**src/inc/psl_defs.svh**
```systemverilog
// psl_defs.svh: register offsets, field positions, reset values, counts
// assumes one byte register per address on a 16-bit register port
`ifndef PSL_DEFS_SVH
`define PSL_DEFS_SVH
`define PSL_ADDR_W      16
`define PSL_LOCK_OFS    16'h1E8F
`define PSL_IN_INT      16'h1E90
`define PSL_IN_T0CK     16'h1E91
`define PSL_IN_T1CK     16'h1E92
`define PSL_IN_T1G      16'h1E93
`define PSL_IN_T3CK     16'h1E94
`define PSL_IN_T3G      16'h1E95
`define PSL_IN_T5CK     16'h1E96
`define PSL_IN_T5G      16'h1E97
`define PSL_IN_T2EXT    16'h1E9C
`define PSL_IN_T4EXT    16'h1E9D
`define PSL_IN_T6EXT    16'h1E9E
`define PSL_IN_CAP1     16'h1EA1
`define PSL_IN_CAP2     16'h1EA2
`define PSL_IN_CAP3     16'h1EA3
`define PSL_IN_CAP4     16'h1EA4
`define PSL_IN_MTWIN    16'h1EA9
`define PSL_IN_MTSIG    16'h1EAA
`define PSL_IN_WAVE1    16'h1EB1
`define PSL_IN_WAVE2    16'h1EB2
`define PSL_IN_MODCL    16'h1EB8
`define PSL_IN_MODCH    16'h1EB9
`define PSL_IN_MODSRC   16'h1EBA
`define PSL_IN_LC0      16'h1EBB
`define PSL_IN_LC1      16'h1EBC
`define PSL_IN_LC2      16'h1EBD
`define PSL_IN_LC3      16'h1EBE
`define PSL_IN_ADTRG    16'h1EC3
`define PSL_IN_SPCLK    16'h1EC5
`define PSL_IN_SPDAT    16'h1EC6
`define PSL_IN_SPCS     16'h1EC7
`define PSL_IN_CNT      30
`define PSL_OUT_BASE    16'h1F10
`define PSL_OUT_CNT     24
`define PSL_OUT_MASK_LG 24'hFFF037
`define PSL_OUT_MASK_SM 24'h3F0037
`define PSL_KEY1        8'h55
`define PSL_KEY2        8'hAA
`define PSL_LOCK_BIT    0
`define PSL_PIN_LSB     0
`define PSL_PIN_W       3
`define PSL_PORT_LSB    3
`define PSL_PORT_W      2
`define PSL_PORT_NONE   2'h3
`define PSL_SRC_W       6
`define PSL_LOCK_RST    1'h0
`define PSL_IN_RST      5'h00
`define PSL_OUT_RST     6'h00
`define PSL_CFG_WAIT    2'h3
`endif

```
**src/inc/psl_pkg.sv**
```systemverilog
// psl_pkg: types shared by the pin routing lock control
// assumes psl_defs.svh supplies the field widths
`include "psl_defs.svh"
package psl_pkg;
  // progress through the two-key unlock sequence
  typedef enum logic [1:0] {
    PSL_KEY_IDLE,
    PSL_KEY_HALF,
    PSL_KEY_OPEN
  } psl_key_t;
  typedef logic [`PSL_PORT_W+`PSL_PIN_W-1:0] psl_insel_t;
  typedef logic [`PSL_SRC_W-1:0]             psl_outsel_t;
endpackage

```
**src/verilog/psl_lock_ctrl.sv**
```systemverilog
// psl_lock_ctrl: pin routing crossbar with selection lock and key unlock
// assumes a byte register port on clk, pins asynchronous to clk,
// rst is the power-on reset and sys_reset any other device reset
`timescale 1ns/100ps
`include "psl_defs.svh"

module psl_lock_ctrl
  import psl_pkg::*;
#(
  parameter bit                   LARGE_PKG   = 1'b1,
  parameter logic [`PSL_IN_CNT*5-1:0] IN_DEFAULT = '0
) (
  input  wire logic                   clk,
  input  wire logic                   rst,
  input  wire logic                   ce,
  input  wire logic                   sys_reset,
  input  wire logic                   sleep,
  input  wire logic                   one_way_pin,
  input  wire logic [`PSL_ADDR_W-1:0] addr,
  input  wire logic [7:0]             wr_data,
  input  wire logic                   wr_en,
  input  wire logic                   rd_en,
  input  wire logic [23:0]            pin_in,
  input  wire logic [63:0]            periph_src,
  output logic [7:0]                  rd_data_reg,
  output logic                        lock_flag_reg,
  output logic                        one_way_reg,
  output logic                        used_reg,
  output logic [`PSL_IN_CNT-1:0]      periph_in_reg,
  output logic [`PSL_OUT_CNT-1:0]     pin_out_reg,
  output logic [`PSL_OUT_CNT-1:0]     pin_out_en_reg
);

  localparam int NIN  = `PSL_IN_CNT;
  localparam int NOUT = `PSL_OUT_CNT;

  // present output selects depend on the package variant
  localparam logic [NOUT-1:0] OUT_PRESENT =
    LARGE_PKG ? `PSL_OUT_MASK_LG : `PSL_OUT_MASK_SM;

  // offset of each input select, in register order
  localparam logic [`PSL_ADDR_W-1:0] IN_OFS [NIN] = '{
    `PSL_IN_INT,   `PSL_IN_T0CK,  `PSL_IN_T1CK,  `PSL_IN_T1G,
    `PSL_IN_T3CK,  `PSL_IN_T3G,   `PSL_IN_T5CK,  `PSL_IN_T5G,
    `PSL_IN_T2EXT, `PSL_IN_T4EXT, `PSL_IN_T6EXT, `PSL_IN_CAP1,
    `PSL_IN_CAP2,  `PSL_IN_CAP3,  `PSL_IN_CAP4,  `PSL_IN_MTWIN,
    `PSL_IN_MTSIG, `PSL_IN_WAVE1, `PSL_IN_WAVE2, `PSL_IN_MODCL,
    `PSL_IN_MODCH, `PSL_IN_MODSRC, `PSL_IN_LC0,  `PSL_IN_LC1,
    `PSL_IN_LC2,   `PSL_IN_LC3,   `PSL_IN_ADTRG, `PSL_IN_SPCLK,
    `PSL_IN_SPDAT, `PSL_IN_SPCS
  };

  // input select index of an address, NIN when none matches
  function automatic logic [5:0] in_index(
    input logic [`PSL_ADDR_W-1:0] a
  );
    logic [5:0] idx;
    idx = 6'(NIN);
    for (int k = 0; k < NIN; k++) begin
      if (a == IN_OFS[k]) begin
        idx = 6'(k);
      end
    end
    return idx;
  endfunction

  // output select index, valid only with out_hit
  function automatic logic [4:0] out_index(
    input logic [`PSL_ADDR_W-1:0] a
  );
    logic [`PSL_ADDR_W-1:0] d;
    d = a - `PSL_OUT_BASE;
    return d[4:0];
  endfunction


  // state
  //   selection flops sit beside the lock state they obey
  psl_key_t                key_reg;
  psl_key_t                key_next;
  logic                    lock_next;
  logic                    used_next;
  psl_insel_t              in_sel_reg [NIN];
  psl_outsel_t             out_sel_reg [NOUT];
  logic [23:0]             pin_meta_reg;
  logic [23:0]             pin_sync_reg;
  logic                    ow_meta_reg;
  logic                    ow_sync_reg;
  logic [1:0]              cfg_wait_reg;


  // address decode
  //   one byte register per address, absent ones never hit
  wire logic [5:0]  in_idx    = in_index(addr);
  wire logic        in_hit    = (in_idx != 6'(NIN));
  wire logic [4:0]  out_idx   = out_index(addr);
  wire logic [`PSL_ADDR_W-1:0] out_dist = addr - `PSL_OUT_BASE;
  wire logic        out_hit   = (addr >= `PSL_OUT_BASE) &&
                                (out_dist < `PSL_ADDR_W'(NOUT)) &&
                                OUT_PRESENT[out_idx];
  wire logic        lock_hit  = (addr == `PSL_LOCK_OFS);
  wire logic        wr_lock   = wr_en && lock_hit;
  wire logic        is_key1   = wr_lock && (wr_data == `PSL_KEY1);
  wire logic        is_key2   = wr_lock && (wr_data == `PSL_KEY2);

  // routing writes pass only while unlocked
  wire logic        route_ok  = wr_en && !lock_flag_reg;
  wire logic        in_wr     = route_ok && in_hit;
  wire logic        out_wr    = route_ok && out_hit;

  // a lock change needs the open key and, with one-way set, no
  // earlier completed clear-then-set since reset
  wire logic        allow_chg = !one_way_reg || !used_reg;
  wire logic        lock_wr   = wr_lock && (key_reg == PSL_KEY_OPEN)
                                && allow_chg;
  wire logic        new_lock  = wr_data[`PSL_LOCK_BIT];


  // key sequence: any write breaks a partial sequence, reads do not
  //   so a polling read between keys is harmless
  always_comb begin
    key_next = key_reg;
    if (wr_en) begin
      unique case (key_reg)
        PSL_KEY_IDLE: key_next = is_key1 ? PSL_KEY_HALF
                                         : PSL_KEY_IDLE;
        PSL_KEY_HALF: key_next = is_key2 ? PSL_KEY_OPEN
                               : is_key1 ? PSL_KEY_HALF
                                         : PSL_KEY_IDLE;
        PSL_KEY_OPEN: key_next = is_key1 ? PSL_KEY_HALF
                                         : PSL_KEY_IDLE;
      endcase
    end
  end

  // lock flag and one-way consumption record
  always_comb begin
    lock_next = lock_flag_reg;
    used_next = used_reg;
    if (lock_wr) begin
      lock_next = new_lock;
      // a set from the clear state spends the one-time allowance
      if (one_way_reg && new_lock && !lock_flag_reg) begin
        used_next = 1'b1;
      end
    end
  end

  // lock state; other device resets restart the lock handling too
  always_ff @(posedge clk or posedge rst) begin
    if (rst) begin
      key_reg       <= PSL_KEY_IDLE;
      lock_flag_reg <= `PSL_LOCK_RST;
      used_reg      <= 1'b0;
    end else if (ce) begin
      if (sys_reset) begin
        key_reg       <= PSL_KEY_IDLE;
        lock_flag_reg <= `PSL_LOCK_RST;
        used_reg      <= 1'b0;
      end else begin
        key_reg       <= key_next;
        lock_flag_reg <= lock_next;
        used_reg      <= used_next;
      end
    end
  end


  // one-way option strap: synchronised, then caught after release
  //   later strap movement is ignored until the next power-on
  always_ff @(posedge clk or posedge rst) begin
    if (rst) begin
      ow_meta_reg  <= 1'b0;
      ow_sync_reg  <= 1'b0;
    end else if (ce) begin
      ow_meta_reg  <= one_way_pin;
      ow_sync_reg  <= ow_meta_reg;
    end
  end

  // wait lets the synchroniser fill before the strap is taken
  always_ff @(posedge clk or posedge rst) begin
    if (rst) begin
      cfg_wait_reg <= `PSL_CFG_WAIT;
      one_way_reg  <= 1'b0;
    end else if (ce && cfg_wait_reg != 2'h0) begin
      cfg_wait_reg <= cfg_wait_reg - 2'h1;
      if (cfg_wait_reg == 2'h1) begin
        one_way_reg <= ow_sync_reg;
      end
    end
  end


  // selection registers: only power-on reset touches them, so
  // sys_reset and sleep deliberately have no path in here
  genvar gi;
  generate
    for (gi = 0; gi < NIN; gi++) begin : g_in
      always_ff @(posedge clk or posedge rst) begin
        if (rst) begin
          in_sel_reg[gi] <= psl_insel_t'(IN_DEFAULT[gi*5 +: 5]);
        end else if (ce && in_wr && in_idx == 6'(gi)) begin
          in_sel_reg[gi] <= wr_data[4:0];
        end
      end
    end
    for (gi = 0; gi < NOUT; gi++) begin : g_out
      always_ff @(posedge clk or posedge rst) begin
        if (rst) begin
          out_sel_reg[gi] <= `PSL_OUT_RST;
        end else if (ce && out_wr && out_idx == 5'(gi)) begin
          out_sel_reg[gi] <= wr_data[`PSL_SRC_W-1:0];
        end
      end
    end
  endgenerate


  // read path: independent of lock and option state
  //   unmapped addresses fall through to zero
  wire logic [7:0] rd_in   = in_hit ?
    {3'h0, in_sel_reg[in_idx[4:0]]} : 8'h00;
  wire logic [7:0] rd_out  = out_hit ?
    {2'h0, out_sel_reg[out_idx]} : 8'h00;
  wire logic [7:0] rd_lock = lock_hit ?
    {7'h00, lock_flag_reg} : 8'h00;
  wire logic [7:0] rd_mux  = rd_in | rd_out | rd_lock;

  // read data stands only in the cycle after the strobe
  always_ff @(posedge clk or posedge rst) begin
    if (rst) begin
      rd_data_reg <= 8'h00;
    end else if (ce) begin
      rd_data_reg <= rd_en ? rd_mux : 8'h00;
    end
  end


  // input crossbar: pins are asynchronous, two flops before use
  //   with the output flop, costs three cycles of latency on every routed input
  always_ff @(posedge clk or posedge rst) begin
    if (rst) begin
      pin_meta_reg <= 24'h000000;
      pin_sync_reg <= 24'h000000;
    end else if (ce) begin
      pin_meta_reg <= pin_in;
      pin_sync_reg <= pin_meta_reg;
    end
  end

  // port code picks the byte, pin code the bit; code 11 gives 0
  generate
    for (gi = 0; gi < NIN; gi++) begin : g_xin
      wire logic [1:0] port_c =
        in_sel_reg[gi][`PSL_PORT_LSB +: `PSL_PORT_W];
      wire logic [2:0] pin_c  =
        in_sel_reg[gi][`PSL_PIN_LSB +: `PSL_PIN_W];
      wire logic       bit_v  = (port_c == `PSL_PORT_NONE) ? 1'b0 :
                                pin_sync_reg[{port_c, pin_c}];
      always_ff @(posedge clk or posedge rst) begin
        if (rst) begin
          periph_in_reg[gi] <= 1'b0;
        end else if (ce) begin
          periph_in_reg[gi] <= bit_v;
        end
      end
    end
  endgenerate


  // output crossbar: code 0 leaves the pin to its port latch
  //   absent pins are never enabled, whatever the select holds
  generate
    for (gi = 0; gi < NOUT; gi++) begin : g_xout
      wire logic [`PSL_SRC_W-1:0] src_c = out_sel_reg[gi];
      wire logic use_v = OUT_PRESENT[gi] && (src_c != `PSL_OUT_RST);
      always_ff @(posedge clk or posedge rst) begin
        if (rst) begin
          pin_out_reg[gi]    <= 1'b0;
          pin_out_en_reg[gi] <= 1'b0;
        end else if (ce) begin
          pin_out_reg[gi]    <= use_v && periph_src[src_c];
          pin_out_en_reg[gi] <= use_v;
        end
      end
    end
  endgenerate

  // sleep only gates clocks elsewhere; selections hold regardless
  wire logic unused_ok = sleep;

endmodule

```
**config.mk**
```make
export PLATFORM = sky130hd
export DESIGN_NAME = psl_lock_ctrl
export DESIGN_NICKNAME = d
export VERILOG_FILES = /design/src/inc/psl_pkg.sv /design/src/verilog/psl_lock_ctrl.sv
export VERILOG_INCLUDE_DIRS = /design/src /design/src/inc
export SDC_FILE = /design/constraint.sdc
export NUM_CORES = 2
export LEC_CHECK = 0
export BUFFER_PORTS_ARGS = -buffer_cell sky130_fd_sc_hd__buf_2
export CELL_PAD_IN_SITES_DETAIL_PLACEMENT = 1
export CELL_PAD_IN_SITES_GLOBAL_PLACEMENT = 2
export CORE_MARGIN = 5
export CORE_UTILIZATION = 44
export CTS_CLUSTER_SIZE = 40
export DETAILED_ROUTE_END_ITERATION = 8
export PLACE_DENSITY_LB_ADDON = 0.1
export SYNTH_ARGS = -nofsm -noshare
export SYNTH_HDL_FRONTEND = slang
export SYNTH_SLANG_ARGS = --single-unit
```
**constraint.sdc**
```tcl
create_clock -name clk -period 14.4 [get_ports clk]
set_input_delay 0.72 -clock clk [delete_from_list [all_inputs] [get_ports clk]]
set_output_delay 0.72 -clock clk [all_outputs]
set_load 0.01 [all_outputs]
```
==> results.sh <==
export IMPL_clkTransAtPathRegs_ns=0.06
export IMPL_clock_insertion_delay_worst_skew_ns=0.62
export IMPL_max_freq_mhz=197
export IMPL_synthesis_instances=2710
export IMPL_synth_compound_area_share=0.0496
export IMPL_synth_xor_area_share=0.000761
export IMPL_critical_path_slowest_cell="sky130_fd_sc_hd__nor2_1"
export IMPL_max_vdd_ir_drop_v=0.0000796
export IMPL_cts_buffers=51
export IMPL_grt_overflow_total=0
export IMPL_power_per_cell_area_nw_per_um2=87.9
export IMPL_count_of_synthesis_stage_warnings_from_yosys=0
export IMPL_num_nets_final=2657
export IMPL_synth_area_um2=34500
export IMPL_syn_area_per_cell_um2=12.7
export IMPL_detailedPlace_worstSlack_ns=8.83
export IMPL_clk_path_buf_depth=3
export IMPL_die_w_um=290
export IMPL_synth_seq_area_share=0.305
export IMPL_synthDistinctLibCells=74
export IMPL_design_portCount=209
export IMPL_total_via_count_in_the_routed_design=26400
export IMPL_grt_antenna_before_repair=7
export IMPL_setup_worst_path_start_class="input pin"
export IMPL_skew_ns=0.0154
export IMPL_crit_type="input pin to flip-flop"
export IMPL_drt_iter0_drc=2682
export IMPL_post_route_min_period_ns=5.08
export IMPL_critical_path_max_stage_delay_ns=0.64
export IMPL_detail_route_drc_violations=0
export IMPL_buffer_ports_inserted=191
export IMPL_setup_viol=0
export IMPL_hold_violations=0
export IMPL_layout_area_seq_um2=10600
export IMPL_route_final_wire_length_mm=133
export IMPL_die_area_um2=84100
export IMPL_core_area_um2=77600
export IMPL_synth_mux_area_fraction=0.514
export IMPL_largest_register_ffs=144
export IMPL_worstPathArrival_ns=5.58
export IMPL_worst_hold_path_type="input pin to asynchronous set/reset pin"
export IMPL_delay_heaviest_family_cp="buffers and inverters"
export IMPL_critPathCaptureType="flip-flop"
export IMPL_globalplace_congestion=0.904
export IMPL_finalMaxSlewViolations=0
export IMPL_syn_to_layout_area_delta_pct=6.99
export IMPL_path_cells="buf_2, buf_4, or4b_1, nor2_1, o21ai_0, o221ai_1, o22ai_4, buf_4, nand2_1, nor2_1, mux2_2"
export IMPL_finalSetupTns_ns=0
export IMPL_rsz0062_at_grt="false"
export IMPL_final_setup_margin_ns=9.32
export IMPL_n_fill_cell=7864
export IMPL_global_route_usage_over_all_layers=0.310
export IMPL_vias_in_the_first_global_route=28400
export IMPL_async_flop_share=1.00
export IMPL_combinational_family_with_the_most_area_after_synthesis="multiplexers"
export IMPL_tightest_slew_ns=1.13
export IMPL_ys_seq_elements=421
export IMPL_tritoncts="yes"
export IMPL_num_rows=102
export IMPL_post_synth_and_or_nand_nor_area_fraction=0.0672
export IMPL_synth_flop_cell="sky130_fd_sc_hd__dfrtp_1"
export IMPL_h_tree_depth=2
export IMPL_firstDrtPassIters=5
export IMPL_postRouteAntennaNets=0
export IMPL_wire_per_inst_um=36.8
export IMPL_grt_first_pass_wirelength_mm=197
export IMPL_grt_max_degree=168
export IMPL_maximum_fanout_along_the_worst_path=47
export IMPL_required_ns=14.89
export IMPL_postCtsSetupBuffers=0
export IMPL_cts_repair_resize_count=0
export IMPL_maxCapViolations=0
export IMPL_timing_slew_headroom=0.241
export IMPL_drive_above_1_share=0.479
export IMPL_area_of_combinational_cells_with_multiple_inputs_um2=22000
export IMPL_start_util=0.445
export IMPL_drt_vias_per_instance=7.29
export IMPL_die_height_um=290
export IMPL_run_status="complete, no violations"
export IMPL_number_of_hold_repair_buffers_added_at_the_cts_stage=0
export IMPL_synth_edf_count=0
export IMPL_timing_critical_path_buf_inv=3
export IMPL_layout_worst_path_cycle_share=0.353
export IMPL_root_buffer="sky130_fd_sc_hd__clkbuf_16"
export IMPL_synth_adder_area_share=0.00290
export IMPL_cts_sink_count=421
export IMPL_p_leak_nw=14.2
export IMPL_post_dp_hpwl_mm=80.6
==> cell type report <==
class	count	area share
diodes	6	0.000407
clock buffers	68	0.0382
multi-input cells	1788	0.595
inverters	58	0.00610
flip-flops and latches	421	0.286
clock inverters	27	0.00793
repair buffers	209	0.0305
well taps	1040	0.0352
==> stage by stage <==
step           total power, W  cell area, µm²   util  cells  hold WS (ns)
2_1_floorplan         0.00167           34600      -   2725         0.424
3_3_place_gp          0.00191           35200  0.454   3516         0.360
3_5_place_dp          0.00192           35200  0.454   3516         0.363
4_1_cts               0.00326           36900  0.476   3611         0.305
5_1_grt               0.00335           36900  0.476   3612         0.317
6_report              0.00325           36900  0.476   3617         0.312
==> placed cells by master (no fill, tap or decap), types with 51 or more instances in the layout <==
cell / instances
sky130_fd_sc_hd__mux4_2: 572
sky130_fd_sc_hd__dfrtp_1: 395
sky130_fd_sc_hd__mux2_2: 312
sky130_fd_sc_hd__buf_2: 184
sky130_fd_sc_hd__nand2_1: 147
sky130_fd_sc_hd__mux2i_1: 126
sky130_fd_sc_hd__nor2_1: 95
sky130_fd_sc_hd__o21ai_0: 86
sky130_fd_sc_hd__nand3_1: 83
sky130_fd_sc_hd__a21oi_1: 70
sky130_fd_sc_hd__inv_1: 57
sky130_fd_sc_hd__clkbuf_16: 51
==> cells in the mapped netlist (all sizes together) (30+ instances only) <==
| library cell | instances | area [µm²] |
|---|---|---|
| a2111oi | 31 | 290 |
| a21oi | 71 | 355 |
| buf | 89 | 478 |
| clkbuf | 369 | 1390 |
| dfrtp | 419 | 10500 |
| inv | 58 | 218 |
| mux2 | 317 | 3590 |
| mux2i | 126 | 1260 |
| mux4 | 572 | 12900 |
| nand2 | 148 | 558 |
| nand3 | 83 | 415 |
| nor2 | 96 | 363 |
| nor2b | 36 | 225 |
| nor4 | 30 | 206 |
| o21ai | 86 | 430 |
==> logic make-up after synthesis <==
group / after synthesis
muxes: 1015
buffers and inverters: 516
and+or+nand+nor: 472
DFF: 421
AOI/OAI and AO/OA: 274
adders and majority gates: 8
xor gates and xnor gates: 3
other: 1
==> per-layer routing <==
layer / up-vias / GRT usage / wire [µm] / part of all wire
li1: 10200 / - / - / -
met1: 13800 / 0.390 / 48600 / 0.37
met3: 490 / 0.0749 / 12900 / 0.097
met5: - / 0 / 23 / 0.00017
met2: 1834 / 0.507 / 64100 / 0.48
met4: 4 / 0.147 / 7450 / 0.056
==> power by group <==
group | internal [W] | total (W) | switching [W]
clock network | 0.000766 | 0.00133 | 0.000561
logic | 0.000253 | 0.000515 | 0.000263
registers | 0.00122 | 0.00140 | 0.000181
total | 0.00224 | 0.00325 | 0.00100
==> path summary, 6_finish.rpt <==
check                                   startpoint                 end  slack [ns]  depth (start not counted)
worst max-delay path                       addr[1]   g_xin[3].pin_c[2]        9.32                         11
worst min-delay path                           rst  g_xout[2].src_c[1]        0.31                          2
worst max register to register  g_xout[4].src_c[0]      pin_out_reg[4]       11.24                          6
worst min register to register  g_xout[9].src_c[1]  g_xout[9].src_c[1]        0.37                          0
max in group asynchronous                      rst    pin_sync_reg[23]       12.57                          3
min in group clk                        pin_in[10]    pin_meta_reg[10]        0.34                          2
No activity file was read; power rests on OpenSTA's default activity.
